File: src/design/pbf_pkg.sv
/*
 * Constants for the port B pin function select block: register offsets,
 * writable masks, reset values and select-bit positions per pin.
 * Assumes a 32-bit AXI4-Lite register bus; each register takes one word.
 */
package pbf_pkg;

   // =========================================================
   // geometry
   localparam int PBF_NPINS = 14;
   localparam int PBF_AW = 4;

   // =========================================================
   // register byte offsets
   localparam logic [PBF_AW-1:0] PBF_OFF_DIR = 4'h0;
   localparam logic [PBF_AW-1:0] PBF_OFF_SEL1 = 4'h4;
   localparam logic [PBF_AW-1:0] PBF_OFF_SEL2 = 4'h8;

   // =========================================================
   // writable masks and reset values
   localparam logic [15:0] PBF_DIR_MASK = 16'h3FFF;
   localparam logic [15:0] PBF_SEL1_MASK = 16'h0555;
   localparam logic [15:0] PBF_SEL2_MASK = 16'h5555;
   localparam logic [15:0] PBF_DIR_RESET = 16'h0000;
   localparam logic [15:0] PBF_SEL1_RESET = 16'h0000;
   localparam logic [15:0] PBF_SEL2_RESET = 16'h0000;

   // =========================================================
   // AXI responses
   localparam logic [1:0] PBF_RESP_OKAY = 2'h0;
   localparam logic [1:0] PBF_RESP_SLVERR = 2'h2;

   // pins 13..8 live in select register 1, pins 7..0 in register 2;
   // pin n's bit is 2*(n mod 8) in its register
   localparam int PBF_SEL1_FIRST_PIN = 8;

endpackage

File: src/design/pbf_port_b_function_select.sv
/*
 * Port B pin function select: direction register and two function select
 * registers behind an AXI4-Lite slave, plus the per-pin mux between
 * general port I/O and the bus state controller signals.
 * Assumes the pad ring resolves pin levels from out/oe, and that the bus
 * state controller supplies its strobes as active-level values with enables.
 */
// Register access over AXI4-Lite and the register offsets were chosen for this implementation.
`timescale 1ns/1ps
module pbf_port_b_function_select
   import pbf_pkg::*;
(
   input wire logic clock,
   input wire logic rst,
   // AXI4-Lite slave
   input wire logic [31:0] s_axi_awaddr,
   input wire logic s_axi_awvalid,
   output logic s_axi_awready,
   input wire logic [31:0] s_axi_wdata,
   input wire logic [3:0] s_axi_wstrb,
   input wire logic s_axi_wvalid,
   output logic s_axi_wready,
   output logic [1:0] s_axi_bresp,
   output logic s_axi_bvalid,
   input wire logic s_axi_bready,
   input wire logic [31:0] s_axi_araddr,
   input wire logic s_axi_arvalid,
   output logic s_axi_arready,
   output logic [31:0] s_axi_rdata,
   output logic [1:0] s_axi_rresp,
   output logic s_axi_rvalid,
   input wire logic s_axi_rready,
   // pins
   input wire logic [13:0] pin_in,
   output logic [13:0] pin_out,
   output logic [13:0] pin_oe,
   // general port side
   input wire logic [13:0] port_out,
   output logic [13:0] port_in,
   // bus state controller side
   input wire logic bus_cycle_start_strobe,
   input wire logic area3_chip_select,
   input wire logic area4_chip_select,
   input wire logic area5_chip_select,
   input wire logic area6_chip_select,
   input wire logic card_a_enable_2,
   input wire logic card_b_enable_2,
   input wire logic card_io_write_strobe,
   input wire logic card_io_read_strobe,
   input wire logic row_address_strobe,
   input wire logic column_address_strobe,
   input wire logic sync_clock_enable,
   input wire logic [13:2] bsc_oe,
   output logic card_io_16bit_indicator,
   output logic wait_request
);

   // =========================================================
   // registers
   logic [15:0] port_b_direction;
   logic [15:0] port_b_function_sel_1;
   logic [15:0] port_b_function_sel_2;

   function automatic logic [15:0] pbf_merge(input logic [15:0] old,
                                             input logic [31:0] wd,
                                             input logic [3:0] st,
                                             input logic [15:0] mask);
      logic [15:0] v;
      v = old;
      if (st[0]) begin
         v[7:0] = wd[7:0];
      end
      if (st[1]) begin
         v[15:8] = wd[15:8];
      end
      return v & mask;
   endfunction

   function automatic logic [2:0] pbf_decode(input logic [31:0] a);
      logic [2:0] hit;
      hit = 3'h0;
      if (a[31:PBF_AW] == '0) begin
         hit[0] = (a[PBF_AW-1:0] == PBF_OFF_DIR);
         hit[1] = (a[PBF_AW-1:0] == PBF_OFF_SEL1);
         hit[2] = (a[PBF_AW-1:0] == PBF_OFF_SEL2);
      end
      return hit;
   endfunction

   // =========================================================
   // write channel: address and data latched separately, any order
   logic aw_held;
   logic w_held;
   logic [31:0] aw_addr;
   logic [31:0] w_data;
   logic [3:0] w_strb;
   wire aw_take = s_axi_awvalid && s_axi_awready;
   wire w_take = s_axi_wvalid && s_axi_wready;
   wire wr_fire = aw_held && w_held && !s_axi_bvalid;
   wire [2:0] wr_hit = pbf_decode(aw_addr);

   always_ff @(posedge clock) begin
      if (rst) begin
         aw_held <= 1'b0;
         w_held <= 1'b0;
         aw_addr <= 32'h0000_0000;
         w_data <= 32'h0000_0000;
         w_strb <= 4'h0;
      end else begin
         if (aw_take) begin
            aw_held <= 1'b1;
            aw_addr <= s_axi_awaddr;
         end else if (wr_fire) begin
            aw_held <= 1'b0;
         end
         if (w_take) begin
            w_held <= 1'b1;
            w_data <= s_axi_wdata;
            w_strb <= s_axi_wstrb;
         end else if (wr_fire) begin
            w_held <= 1'b0;
         end
      end
   end

   always_ff @(posedge clock) begin
      if (rst) begin
         s_axi_awready <= 1'b0;
         s_axi_wready <= 1'b0;
         s_axi_bvalid <= 1'b0;
         s_axi_bresp <= PBF_RESP_OKAY;
      end else begin
         s_axi_awready <= !aw_held && !aw_take && !s_axi_bvalid;
         s_axi_wready <= !w_held && !w_take && !s_axi_bvalid;
         if (wr_fire) begin
            s_axi_bvalid <= 1'b1;
            s_axi_bresp <= (wr_hit != 3'h0) ? PBF_RESP_OKAY : PBF_RESP_SLVERR;
         end else if (s_axi_bready) begin
            s_axi_bvalid <= 1'b0;
         end
      end
   end

   // reserved bits masked on write so they always read as zero
   always_ff @(posedge clock) begin
      if (rst) begin
         port_b_direction <= PBF_DIR_RESET;
         port_b_function_sel_1 <= PBF_SEL1_RESET;
         port_b_function_sel_2 <= PBF_SEL2_RESET;
      end else if (wr_fire) begin
         if (wr_hit[0]) begin
            port_b_direction <= pbf_merge(port_b_direction, w_data, w_strb,
                                          PBF_DIR_MASK);
         end
         if (wr_hit[1]) begin
            port_b_function_sel_1 <= pbf_merge(port_b_function_sel_1, w_data,
                                               w_strb, PBF_SEL1_MASK);
         end
         if (wr_hit[2]) begin
            port_b_function_sel_2 <= pbf_merge(port_b_function_sel_2, w_data,
                                               w_strb, PBF_SEL2_MASK);
         end
      end
   end

   // =========================================================
   // read channel
   wire [2:0] rd_hit = pbf_decode(s_axi_araddr);
   wire [15:0] rd_word = ({16{rd_hit[0]}} & port_b_direction)
                       | ({16{rd_hit[1]}} & port_b_function_sel_1)
                       | ({16{rd_hit[2]}} & port_b_function_sel_2);
   wire ar_take = s_axi_arvalid && s_axi_arready;

   always_ff @(posedge clock) begin
      if (rst) begin
         s_axi_arready <= 1'b0;
         s_axi_rvalid <= 1'b0;
         s_axi_rdata <= 32'h0000_0000;
         s_axi_rresp <= PBF_RESP_OKAY;
      end else begin
         s_axi_arready <= !s_axi_rvalid && !ar_take;
         if (ar_take) begin
            s_axi_rvalid <= 1'b1;
            s_axi_rdata <= {16'h0000, rd_word};
            s_axi_rresp <= (rd_hit != 3'h0) ? PBF_RESP_OKAY : PBF_RESP_SLVERR;
         end else if (s_axi_rready) begin
            s_axi_rvalid <= 1'b0;
         end
      end
   end

   // =========================================================
   // pin mux
   // one select bit per pin, at even positions of its register
   wire [13:0] func_sel;
   genvar gi;
   generate
      for (gi = 0; gi < PBF_NPINS; gi++) begin : g_sel
         if (gi >= PBF_SEL1_FIRST_PIN) begin : g_hi
            assign func_sel[gi] = port_b_function_sel_1[2*(gi-PBF_SEL1_FIRST_PIN)];
         end else begin : g_lo
            assign func_sel[gi] = port_b_function_sel_2[2*gi];
         end
      end
   endgenerate

   // area5/area6 selects share their pins with card enables 1
   wire [13:2] bsc_val = {bus_cycle_start_strobe,
                          area3_chip_select,
                          area4_chip_select,
                          area5_chip_select,
                          card_a_enable_2,
                          area6_chip_select,
                          card_b_enable_2,
                          card_io_write_strobe,
                          card_io_read_strobe,
                          row_address_strobe,
                          column_address_strobe,
                          sync_clock_enable};
   // pins 1 and 0 are inputs in their bus function: never driven then
   wire [13:0] bsc_oe_full = {bsc_oe, 2'b00};
   wire [13:0] bsc_val_full = {bsc_val, 2'b00};
   wire [13:0] gpio_oe = port_b_direction[13:0];
   // direction only counts for pins in general I/O
   wire [13:0] next_pin_oe = (func_sel & bsc_oe_full) | (~func_sel & gpio_oe);
   wire [13:0] next_pin_out = (func_sel & bsc_val_full) | (~func_sel & port_out);

   always_ff @(posedge clock) begin
      if (rst) begin
         pin_oe <= 14'h0000;
         pin_out <= 14'h0000;
         port_in <= 14'h0000;
         card_io_16bit_indicator <= 1'b0;
         wait_request <= 1'b0;
      end else begin
         pin_oe <= next_pin_oe;
         pin_out <= next_pin_out;
         port_in <= pin_in & ~func_sel;
         card_io_16bit_indicator <= func_sel[1] & pin_in[1];
         wait_request <= func_sel[0] & pin_in[0];
      end
   end

endmodule

File: config.mk
export PLATFORM = sky130hd
export DESIGN_NAME = pbf_port_b_function_select
export DESIGN_NICKNAME = d
export VERILOG_FILES = /design/src/design/pbf_pkg.sv /design/src/design/pbf_port_b_function_select.sv
export SDC_FILE = /design/constraint.sdc
export NUM_CORES = 1
export LEC_CHECK = 0
export CORE_AREA = 2 2 141 143
export DETAILED_ROUTE_END_ITERATION = 16
export DIE_AREA = 0 0 143 145
export DONT_BUFFER_PORTS = 1
export PLACE_DENSITY = 0.47
export SYNTH_ARGS = -nofsm -noshare
export SYNTH_HDL_FRONTEND = slang
export SYNTH_SLANG_ARGS = --single-unit
File: constraint.sdc
create_clock -name clock -period 2.4 [get_ports clock]
set_clock_uncertainty 0.2 [all_clocks]
set_input_delay 0.72 -clock clock [delete_from_list [all_inputs] [get_ports clock]]
set_output_delay 0.72 -clock clock [all_outputs]
set_load 0.01 [all_outputs]
Word-level counts from Yosys, hierarchy flattened

Cells that the tools add are included.

Input bits: 159
Logic and storage cells: 87
Output and inout bits: 85
Register bits after elaboration: 148

Mux-type cells: 11
Equal/unequal tests: 4
Bitwise operators: 15
Reduce and logical (&&, ||, !) cells: 33

Operators by type and width:

| operator                                            | number |
|---|---|
| AND 14 bit                                          | 5 |
| zero test 28 bit                                    | 2 |
| OR 16 bit                                           | 2 |
| OR 14 bit                                           | 2 |
| AND reduction 3 bit                                 | 6 |
| AND 16 x 11 -> 16 bit                               | 1 |
| AND 16 x 14 -> 16 bit                               | 1 |
| AND 16 x 15 -> 16 bit                               | 1 |
| inverter 14 bit                                     | 1 |
| logical AND 1 bit                                   | 10 |
| equality test 4 x 3 -> 1 bit, second input constant | 2 |
| equality test 4 bit, second input constant          | 2 |
| zero test 4 bit                                     | 2 |
| nonzero test 2 bit                                  | 4 |
| zero test 1 bit                                     | 7 |
| 2-to-1 mux 1 bit                                    | 7 |
| 2-to-1 mux 3 bit                                    | 2 |
| nonzero test 3 bit                                  | 2 |
| 2-to-1 mux 2 bit                                    | 2 |
| AND 1 bit                                           | 2 |

Logic depth before layout (Yosys ltp)

Gate-level depths: netlist of the first run.

Word-level depth: 5
Mapped depth: 6
Mapped depth without buffers: 4

Worst setup path after synthesis of the first run

No wires, ideal clock.

Path type: in2reg
From: in s_axi_araddr[26]
To: reg s_axi_rdata[10]
Path buffers: 1
Setup slack: 0.140 ns
Cell stages on the path: 5
Required time: 2.130 ns
Arrival: 1.989 ns
Setup time: 0.070 ns
Cell sequence: nor4_1 nand4_1 clkbuf_1 or4_1 a21oi_1

Longest elaborated chain between the ends: 5
Elaborated cells on any way between the ends: 7
Classes of those cells: mux (1); bitwise (5); reduce/logical (1)

RTL lines:

| element                                                               | RTL line                                                             | text |
|---|---|---|
| start: declaration                                                    | pbf_port_b_function_select.sv:26                                     | `input wire logic [31:0] s_axi_araddr,` |
| zero test 28 bit (*)                                                  | pbf_port_b_function_select.sv:82                                     | `if (a[31:PBF_AW] == '0) begin` |
| 2-to-1 mux 3 bit (*)                                                  | pbf_port_b_function_select.sv:82                                     |  |
| AND 16 x 14 -> 16 bit / AND 16 x 11 -> 16 bit (equally long branches) | pbf_port_b_function_select.sv:169, pbf_port_b_function_select.sv:170 |  |
| OR 16 bit                                                             | pbf_port_b_function_select.sv:170                                    | `\| ({16{rd_hit[1]}} & port_b_function_sel_1)` |
| OR 16 bit (*)                                                         | pbf_port_b_function_select.sv:171                                    | `\| ({16{rd_hit[2]}} & port_b_function_sel_2);` |
| end signal: assignment                                                | pbf_port_b_function_select.sv:184                                    | `s_axi_rdata <= {16'h0000, rd_word};` |
| end: declaration                                                      | pbf_port_b_function_select.sv:29                                     | `output logic [31:0] s_axi_rdata,` |

Every way passes the cells marked *; elsewhere a longest branch is shown, timed or not.
A chain may end at the register's enable or synchronous reset.

Final worst setup path of the first run

From: reg aw_addr[4]
To: reg port_b_function_sel_1[6]

Longest elaborated chain between the ends: 3

RTL lines:

| element                              | RTL line                          | text |
|---|---|---|
| start: declaration                   | pbf_port_b_function_select.sv:94  | `logic [31:0] aw_addr;` |
| start signal: assignment             | pbf_port_b_function_select.sv:112 | `aw_addr <= s_axi_awaddr;` |
| zero test 28 bit                     | pbf_port_b_function_select.sv:82  |  |
| 2-to-1 mux 3 bit                     | pbf_port_b_function_select.sv:82  |  |
| AND reduction 3 bit (no source line) | -                                 |  |
| end signal: assignment               | pbf_port_b_function_select.sv:156 | `port_b_function_sel_1 <= pbf_merge(port_b_function_sel_1, w_data,` |
| end: declaration                     | pbf_port_b_function_select.sv:61  | `logic [15:0] port_b_function_sel_1;` |

Every way passes these cells.

==> summary.md, run 1 <==
| Metric | Value |
|---|---|
| Pwr Density | 840 nW/um^2 |
| Period utilization | 87.1% |
| Die outline area | 20700 sq um |
| CTS Buffer Depth | 2 |
| GRT Resource Usage Total | 14.4% |
| Clock root buffer | clkbuf_16 |
| Max Clk Rate | 0.479 GHz |
| Max-Cap Viols | 0 |
| Largest net degree at the start of global routing | 157 |
| Post-route cell area | 6540 sq um |
| Dpl hpwl | 11100 um |
| Crit start category | register |
| WHS | 191 ps |
| TritonCTS clock tree | built |
| Post-Layout Cell Count | 894 |
| Worst slew pin tran | 502 ps |
| Core area | 19200 sq um |
| Post-synth EDFFs | 0 |
| Primary FF master, synth | dfxtp_1 |
| Worst setup EP type | register |
| Hold Path Stages | 1 |
| Crit path required time | 2490 ps |
| Setup TNS | 0 ps |
| Distinct cell type count after synthesis | 32 |
| DR iter-0 viols | 185 |
| Cell Chain, Critical Path | nor4_4 > nand4_4 > or4b_1 > mux2i_1 |
| Routed vias/inst | 4.62 |
| Outcome | finished, final reports clean |
| # DRC | 0 |
| Area growth, synth to finish | 14.7% |
| Placement row count | 51 |
| First-pass GRT wire length | 22800 um |
| Cell Area, Placed | 5940 sq um |
| Initial core utilization | 29.7% |
| Hold EP | port_in[1]$_SDFF_PP0_ |
| Top cells by area, synth | dfxtp_1, mux2i_1, nand2_1 |
| Slew Limit Fails | 0 |
| I/O pins | 244 |
| Gr ovfl total | 0 |
| Via count | 4130 |
| Slowest CP cell | or4b_1 |
| Worst min path class | primary input to register |
| CP delay by family, top | simple AND/OR/NAND/NOR gates |
| Post-synth ARST share | 0% |
| Detailed Route WL | 15100 um |
| CTS Buf Count | 17 |
| Final hold vios | 0 |
| Die Wd | 143 um |
| Post_cts resized | 0 |
| Setup violators final | 0 |
| Hold wc startpoint | rst |
| Hold buffer count at CTS | 0 |
| Dominant cell type by area after synthesis | dfxtp_1 |
| Vias in the first global route | 4110 |
| Slew HR | 66.3% |
| Layout cells sized above 1 | 8.92% |
| Antenna violations before repair | 2 |
| Worst-path maximum fanout | 4 |
| Worst reg2reg path depth | 4 |
| Register area share after synthesis | 50.9% |
| First-pass DRT Iterations | 4 |
| Leak | 2.27 nW |
| Die Ht | 145 um |
| Unrepaired setup endpoints after global routing | no |
| Worst r2r dst | port_b_function_sel_1[6]$_SDFFE_PP0P_ |
| Crit path buf inv count | 0 |
| Yosys warning count | 0 |
| Layout Nets | 776 |
| CP Class | register to register |
| Clk_lat worst skew | 410 ps |
| IO Port Bufs | 0 |
| WP data arrival | 2180 ps |
| Mapped Cells | 620 |
| Post-synth design cell area | 5710 sq um |
| Reg clk slew, reported paths | 60 ps |
| Reg-to-reg slack, setup | 310 ps |
| Worst flop-to-flop path startpoint | aw_addr[4]$_SDFFE_PP0P_ |
| Min Tclk post-route | 2090 ps |
| Worst VDD drop | 475 uV |
| Clk sinks | 145 |
| Syn Area/Cell | 9.20 sq um |
| Number of routed nets with antenna violations | 0 |
| H-tree lvl count | 4 |
| CP max stage delay | 750 ps |
| Synth top area share | 50.9% |
| WL per Instance | 16.9 um |
| Post-Place Cells | 863 |
| Post-CTS setup buffers | 0 |
| Yosys reg bits | 145 |
| GPL Wtd Cong | 0.720 |
## state kept, by name, summed over array words and instances, names as in the netlist, 2 cells and up
register	cells
port_in	14
w_strb	2
pin_out	14
port_b_function_sel_1	6
port_b_direction	14
port_b_function_sel_2	8
w_data	15
aw_addr	32
s_axi_rdata	15
pin_oe	14
## synthesized netlist by cell type (2+ instances only)
cell / n
nor2_1: 36
nor4b_1: 2
nand4_1: 2
a21oi_1: 68
nor3b_1: 12
clkbuf_1: 33
or4_1: 8
and2_1: 6
nor3_1: 4
a2bb2oi_1: 6
a211oi_1: 2
buf_4: 19
nand2b_1: 45
or4b_1: 2
mux2i_1: 59
nand2_1: 127
buf_1: 3
nor4_4: 7
nor4_1: 12
inv_1: 4
buf_2: 2
or3_1: 7
dfxtp_1: 145
## cell type report
class / instances / area [sq um]
multi-input cells: 432 / 2570
flip-flops and latches: 145 / 2900
clock buffers: 18 / 439
fillers: 1970 / 12700
clock inverters: 12 / 158
repair buffers: 17 / 128
diodes: 1 / 2.50
well taps: 265 / 332
inverters: 4 / 15.0
## worst max-delay path by stage
stage | from | end | slack, ps | depth (start not counted)
after floorplan | s_axi_araddr[26] | s_axi_rdata[10]$_SDFFE_PP0P_ | 140 | 5
after global placement | s_axi_araddr[26] | s_axi_rdata[10]$_SDFFE_PP0P_ | 150 | 5
after detailed placement | s_axi_araddr[9] | s_axi_rdata[4]$_SDFFE_PP0P_ | 110 | 5
after CTS | aw_addr[15]$_SDFFE_PP0P_ | port_b_function_sel_1[6]$_SDFFE_PP0P_ | 300 | 4
after global routing | aw_addr[25]$_SDFFE_PP0P_ | port_b_function_sel_2[12]$_SDFFE_PP0P_ | 130 | 5
final | aw_addr[4]$_SDFFE_PP0P_ | port_b_function_sel_1[6]$_SDFFE_PP0P_ | 310 | 4
## cell families after synthesis
| family | after synthesis | share of synthesized area [%] |
|---|---|---|
| AND/OR/NAND/NOR | 275 | 25.9 |
| buffers and inverters | 61 | 5.31 |
| multiplexers | 59 | 10.4 |
| other | 1 | 0.0657 |
| AO/OA/AOI/OAI | 79 | 7.54 |
| flip-flops | 145 | 50.9 |
## layer usage
| layer | part of all wire [%] | vias to the layer above | routed length [um] | global-route usage (%) |
|---|---|---|---|---|
| met4 | 0.55 | 2 | 83 | 2.97 |
| met3 | 9.1 | 8 | 1370 | 6.73 |
| li1 | - | 2051 | - | - |
| met2 | 49 | 168 | 7470 | 24.5 |
| met5 | 0.11 | - | 16 | 0 |
| met1 | 41 | 1901 | 6160 | 16.5 |
## cells in the final DEF (no fill, tap or decap)
cell        synthesis  final
dfxtp_1           145    145
nand2_1           127    127
a21oi_1            68     68
mux2i_1            59     59
nand2b_1           45     45
nor2_1             36     36
conb_1              1     19
clkbuf_16           0     17
buf_4              19     17
nor4_1             12     12
nor3b_1            12     12
or4_1               8      8
nor4_4              7      7
or3_1               7      7
and2_1              6      6
a2bb2oi_1           6      6
nor3_1              4      4
inv_1               4      4
bufinv_16           0      3
clkinvlp_4          0      3
nor4b_1             2      2
or4b_1              2      2
nand4_1             2      2
a211oi_1            2      2
clkinv_4            0      2
clkinv_2            0      2
inv_6               0      2
diode_2             0      1
nand4_4             1      1
and3b_1             1      1
nand3_2             1      1
nor4bb_1            1      1
nor2b_1             1      1
a2111oi_0           1      1
o21ai_0             1      1
a311oi_1            1      1
clkbuf_8            0      1
## report_power, final
group	total [W]	internal, W	leakage [nW]	switching (W)
Combinational	0.000276	0.000120	0.800	0.000156
Sequential	0.00255	0.00248	1.18	0.0000630
Clock	0.00268	0.00166	0.285	0.00102
Total	0.00550	0.00426	2.27	0.00124
## stage by stage
step / utilization (%) / setup WS (ps) / total power (W)
after floorplan: - / 140 / 0.00287
after global placement: 30.9 / 150 / 0.00287
after detailed placement: 30.9 / 115 / 0.00288
after CTS: 34.1 / 297 / 0.00559
after global routing: 34.1 / 133 / 0.00574
final: 34.1 / 311 / 0.00550
No activity file was read; power rests on OpenSTA's default activity.
==> run 2, diff against run 1 <==
--- a/config.mk
+++ b/config.mk
@@ -6,10 +6,10 @@
 export NUM_CORES = 1
 export LEC_CHECK = 0
 export CORE_AREA = 2 2 141 143
+export CTS_CLUSTER_DIAMETER = 60
 export DETAILED_ROUTE_END_ITERATION = 16
 export DIE_AREA = 0 0 143 145
 export DONT_BUFFER_PORTS = 1
-export PLACE_DENSITY = 0.47
 export SYNTH_ARGS = -nofsm -noshare
 export SYNTH_HDL_FRONTEND = slang
 export SYNTH_SLANG_ARGS = --single-unit
==> run 2 against run 1 <==
Compared with the run above: final area hardly changed; critical endpoint is now port_b_function_sel_1[8]$_SDFFE_PP0P_; critical path type unchanged; combinational power hardly changed; maximum frequency decreased by 6.8%.
==> summary.md, run 2 (synthesized netlist as in run 1, its figures left out) <==
| Metric | Value |
|---|---|
| Outcome | finished, final reports clean |
| I/O pins | 244 (unchanged) |
| Die Wd | 143 um (unchanged) |
| GRT Resource Usage Total | 14.4% (-0.058 points) |
| Antenna violations before repair | 2 (unchanged) |
| Worst-path maximum fanout | 4 (unchanged) |
| Gr ovfl total | 0 (unchanged) |
| Slew Limit Fails | 0 (unchanged) |
| WP data arrival | 2390 ps (+210 ps) |
| Largest register FFs | 32 (unchanged) |
| Largest net degree at the start of global routing | 157 (unchanged) |
| Hold buffer count at CTS | 0 (unchanged) |
| Max Clk Rate | 0.446 GHz (-6.8%) |
| Most common cell after layout, fill and taps aside | dfxtp_1 |
| Clock root buffer | clkbuf_16 |
| IO Port Bufs | 0 (unchanged) |
| Pwr Density | 834 nW/um^2 (-0.74%) |
| DR iter-0 viols | 222 (+20%) |
| Worst slew pin tran | 505 ps (+2.46 ps) |
| Core area | 19200 sq um (unchanged) |
| H-tree lvl count | 4 (unchanged) |
| CTS Buf Count | 17 (unchanged) |
| TritonCTS clock tree | built |
| Clk_lat worst skew | 420 ps (about the same) |
| Crit path required time | 2550 ps (+60 ps) |
| Unrepaired setup endpoints after global routing | no |
| Setup violators final | 0 (unchanged) |
| First-pass GRT wire length | 22400 um (-1.9%) |
| Total power draw | 0.00546 W (-0.72%) |
| Period utilization | 93.4% (+6.3 points) |
| Post-CTS setup buffers | 0 (unchanged) |
| Post_cts resized | 0 (unchanged) |
| First-pass DRT Iterations | 6 (+2) |
| Number of fillers in the final layout | 2007 (+1.9%) |
| Detailed Route WL | 15100 um (+0.30%) |
| Top reg by flops | aw_addr |
| Worst VDD drop | 478 uV (+0.70%) |
| Reg clk slew, reported paths | 60 ps (about the same) |
| Crit start category | register |
| Most frequent cells in the layout | dfxtp_1, nand2_1, a21oi_1 |
| CTS Buffer Depth | 2 (unchanged) |
| Final hold vios | 0 (unchanged) |
| M3 GR Usage | 6.27% (-0.46 points) |
| Max-Cap Viols | 0 (unchanged) |
| Global-route met1 utilization | 16.8% (+0.32 points) |
| Pre-CTS WS | 71.3 ps (-43.2 ps) |
| Leak | 2.26 nW (-0.20%) |
| Routed vias/inst | 4.60 (-0.41%) |
| Layout cells sized above 1 | 9.19% (+0.27 points) |
| Setup TNS | 0 ps (unchanged) |
| Area growth, synth to finish | 14.7% (about the same) |
| Slew HR | 65.9% (-0.39 points) |
| Vias in the first global route | 3944 (-4.0%) |
| Die outline area | 20700 sq um (unchanged) |
| Largest registers | aw_addr (32), s_axi_rdata (15), w_data (15) |
| M2 GR Usage | 23.7% (-0.84 points) |
| Die Ht | 145 um (unchanged) |
| Via count | 4127 (-0.073%) |
| Fin worst setup slack | 159 ps (-151 ps) |
| Dpl hpwl | 11000 um (-0.64%) |
| Worst setup EP type | register |
| Number of routed nets with antenna violations | 0 (unchanged) |
| WL per Instance | 16.9 um (about the same) |
| Layout Nets | 777 (+0.13%) |
| CP Class | register to register |
| Placement row count | 51 (unchanged) |
| # DRC | 0 (unchanged) |
| GRT busiest layer | met2 |
| Final cell utilization of the core | 34.1% (about the same) |
| Min Tclk post-route | 2240 ps (+151 ps) |
| Worst min path class | primary input to register |
| Initial core utilization | 29.7% (unchanged) |
| GPL Wtd Cong | 0.701 (-2.7%) |
| Clk sinks | 145 (unchanged) |
-- run 2: cell count changes in the layout (fill, tap and decap cells not counted), sizes merged --
| cell | delta |
|---|---|
| clkinvlp | +2 |
| bufinv | -1 |
| clkbuf | +2 |
| buf | +1 |
| inv | -1 |
-- run 2: routing by layer --
layer	up-vias	wire, um
li1	2048	-
met1	1904	6340
met4	2	142
met5	-	16
met2	158	7320
met3	15	1330
-- run 2: worst max-delay path, stage by stage (launching register included) --
cell and delay, ps:
dfxtp_1 310, nor4_1 380, nand3_2 200, buf_4 210, nor4b_1 480, buf_4 220
mux2i_1 170
-- run 2: report_power, final --
group          switching (W)  internal (W)  leakage, nW  total [W]
logic               0.000155      0.000121        0.805   0.000276
registers          0.0000626       0.00248         1.18    0.00255
clock network        0.00105       0.00159        0.275    0.00264
-- run 2: final cells by class --
cell class              instances  area (sq um)  area share [%]
diodes                          1          2.50          0.0382
clock buffers                  20           457            6.98
clock inverters                12           134            2.05
inverters                       4          15.0           0.229
multi-input cells             432          2570            39.2
flip-flops and latches        145          2900            44.4
well taps                     265           332            5.07
repair buffers                 18           135            2.06
-- run 2: metrics by stage --
stage,std cells,hold WS [ps],area [sq um]
after detailed placement,864,233,5950
after global placement,864,238,5950
final,897,179,6550
after floorplan,638,209,5770
after global routing,896,159,6540
after CTS,896,155,6540
-- run 2: worst paths after layout --
| path | depth (start not counted) | to | slack (ps) | startpoint |
|---|---|---|---|---|
| hold / removal | 1 | pin_out[9]$_SDFF_PP0_ | 180 | rst |
| hold reg to reg | 1 | s_axi_awready$_SDFF_PP0_ | 250 | aw_held$_SDFFE_PP0P_ |
| setup reg to reg | 6 | port_b_function_sel_1[8]$_SDFFE_PP0P_ | 160 | aw_addr[17]$_SDFFE_PP0P_ |
| setup / recovery | 6 | port_b_function_sel_1[8]$_SDFFE_PP0P_ | 160 | aw_addr[17]$_SDFFE_PP0P_ |
==> run 3, diff against run 2 <==
--- a/config.mk
+++ b/config.mk
@@ -10,6 +10,8 @@
 export DETAILED_ROUTE_END_ITERATION = 16
 export DIE_AREA = 0 0 143 145
 export DONT_BUFFER_PORTS = 1
+export RECOVER_POWER = 25
+export SLEW_MARGIN = 0
 export SYNTH_ARGS = -nofsm -noshare
 export SYNTH_HDL_FRONTEND = slang
 export SYNTH_SLANG_ARGS = --single-unit
==> run 3 against run 2 <==
Compared with the run above: count of clock-buffer cells in the layout stayed put; cell count stayed put; wire length is 0.13% higher; largest cell class unchanged; die area stayed put; critical path type unchanged; highest routed layer unchanged; sequential share of layout area is 0.094 points higher.
==> summary.md, run 3 (synthesized netlist as in run 1, its figures left out) <==
| Metric | Value |
|---|---|
| Most common cell after layout, fill and taps aside | dfxtp_1 |
| Hold Path Stages | 1 (unchanged) |
| H-tree lvl count | 4 (unchanged) |
| Worst min path class | primary input to register |
| Top reg by flops | aw_addr |
| Cell Chain, Critical Path | nor4_1 > nand3_2 > buf_4 > nor4b_1 > buf_4 > mux2i_1 |
| Area growth, synth to finish | 14.5% |
| First-pass GRT wire length | 22400 um (unchanged) |
| Die Wd | 143 um (unchanged) |
| Gr ovfl total | 0 (unchanged) |
| Unrepaired setup endpoints after global routing | no |
| Post-CTS setup buffers | 0 (unchanged) |
| CP delay by family, top | simple AND/OR/NAND/NOR gates |
| Crit path required time | 2550 ps (about the same) |
| Outcome | finished, final reports clean |
| I/O pins | 244 (unchanged) |
| Crit-path most repeated cell | buf_4 |
| Slowest CP cell | nor4b_1 |
| Min Tclk post-route | 2230 ps (-9.75 ps) |
| Worst reg2reg path depth | 6 (unchanged) |
| Post-Place Cells | 864 (unchanged) |
| Layout cells sized above 1 | 8.72% (-0.48 points) |
| Vias in the first global route | 3944 (unchanged) |
| DR iter-0 viols | 222 (unchanged) |
| Setup violators final | 0 (unchanged) |
| Routed vias/inst | 4.60 (about the same) |
| Die Ht | 145 um (unchanged) |
| Via count | 4130 (+0.073%) |
| TritonCTS clock tree | built |
| Leak | 2.25 nW (-0.70%) |
| Detailed Route WL | 15200 um (+0.13%) |
| Reg clk slew, reported paths | 60 ps (about the same) |
| Critical path depth | 6 (unchanged) |
| CP Class | register to register |
| Crit path buf inv count | 2 (unchanged) |
| # DRC | 0 (unchanged) |
| WL per Instance | 16.9 um (+0.13%) |
| CP max stage delay | 470 ps (about the same) |
| WP data arrival | 2380 ps (about the same) |
| CTS Buf Count | 17 (unchanged) |
| Crit start category | register |
| Largest net degree at the start of global routing | 157 (unchanged) |
| Setup TNS | 0 ps (unchanged) |
| Worst VDD drop | 479 uV (about the same) |
| Largest registers | aw_addr (32), s_axi_rdata (15), w_data (15) |
| Core area | 19200 sq um (unchanged) |
| Dpl hpwl | 11000 um (unchanged) |
| Period utilization | 93.0% (-0.41 points) |
| GPL Wtd Cong | 0.701 (unchanged) |
| GRT Resource Usage Total | 14.4% (unchanged) |
| Antenna violations before repair | 2 (unchanged) |
| Slew HR | 56.1% (-9.8 points) |
| Number of routed nets with antenna violations | 0 (unchanged) |
| Clk sinks | 145 (unchanged) |
| Post_cts resized | 0 (unchanged) |
| Initial core utilization | 29.7% (unchanged) |
| Post-Layout Cell Count | 897 (unchanged) |
| Hold buffer count at CTS | 0 (unchanged) |
| IO Port Bufs | 0 (unchanged) |
| Pwr Density | 836 nW/um^2 (+0.18%) |
| Most frequent cells in the layout | dfxtp_1, nand2_1, a21oi_1 |
| Final hold vios | 0 (unchanged) |
| First-pass DRT Iterations | 6 (unchanged) |
| Clk_lat worst skew | 420 ps (about the same) |
| Largest register FFs | 32 (unchanged) |
| CTS Buffer Depth | 2 (unchanged) |
| Worst setup EP type | register |
| Slew Limit Fails | 0 (unchanged) |
| Worst-path maximum fanout | 4 (unchanged) |
| Max Clk Rate | 0.448 GHz (+0.44%) |
| Max-Cap Viols | 0 (unchanged) |
| Clock root buffer | clkbuf_16 |
| Worst slew pin tran | 658 ps (+153 ps) |
| Die outline area | 20700 sq um (unchanged) |
| Final cell utilization of the core | 34.0% (-0.072 points) |
| Layout Nets | 777 (unchanged) |
| Placement row count | 51 (unchanged) |
## run 3: changes by cell type in the layout (fill, tap and decap cells not counted)
cell,delta
buf_4,-4
and2_0,+3
and2_1,-3
clkbuf_1,+3
clkbuf_2,+1
## run 3: final cells by class
class | count | area, sq um
multi-input cells | 432 | 2570
inverters | 4 | 15.0
flip-flops and latches | 145 | 2900
well taps | 265 | 332
repair buffers | 18 | 121
diodes | 1 | 2.50
clock inverters | 12 | 134
fillers | 2011 | 12700
clock buffers | 20 | 457
## run 3: worst paths after layout
check	start	end	slack [ps]
worst max-delay path	aw_addr[17]$_SDFFE_PP0P_	port_b_function_sel_1[8]$_SDFFE_PP0P_	170
worst min-delay path	rst	pin_out[9]$_SDFF_PP0_	180
worst min register to register	aw_held$_SDFFE_PP0P_	s_axi_awready$_SDFF_PP0_	250
worst max register to register	aw_addr[17]$_SDFFE_PP0P_	port_b_function_sel_1[8]$_SDFFE_PP0P_	170
## run 3: metal layers
layer	wire [um]	share of wire, %	vias up	GRT usage, %
li1	-	-	2050	-
met1	6380	42	1905	16.8
met2	7310	48	158	23.7
met3	1320	8.7	15	6.27
met4	142	0.94	2	4.21
met5	16	0.11	-	0
## run 3: power by group
| part | leakage [nW] | total [W] | switching, W | internal (W) |
|---|---|---|---|---|
| Combinational | 0.789 | 0.000275 | 0.000156 | 0.000119 |
| Sequential | 1.18 | 0.00255 | 0.0000626 | 0.00248 |
| Clock | 0.275 | 0.00264 | 0.00105 | 0.00159 |
| Total | 2.25 | 0.00546 | 0.00127 | 0.00419 |
## run 3: through the flow
| stage | cell area (sq um) | worst slack [ps] | power, W | hold slack (ps) |
|---|---|---|---|---|
| floorplan | 5770 | 140 | 0.00287 | 209 |
| global placement | 5950 | 100 | 0.00288 | 238 |
| detailed placement | 5950 | 71.3 | 0.00288 | 233 |
| CTS | 6540 | 171 | 0.00554 | 155 |
| global route | 6530 | 15.2 | 0.00567 | 159 |
| finish | 6530 | 169 | 0.00546 | 176 |
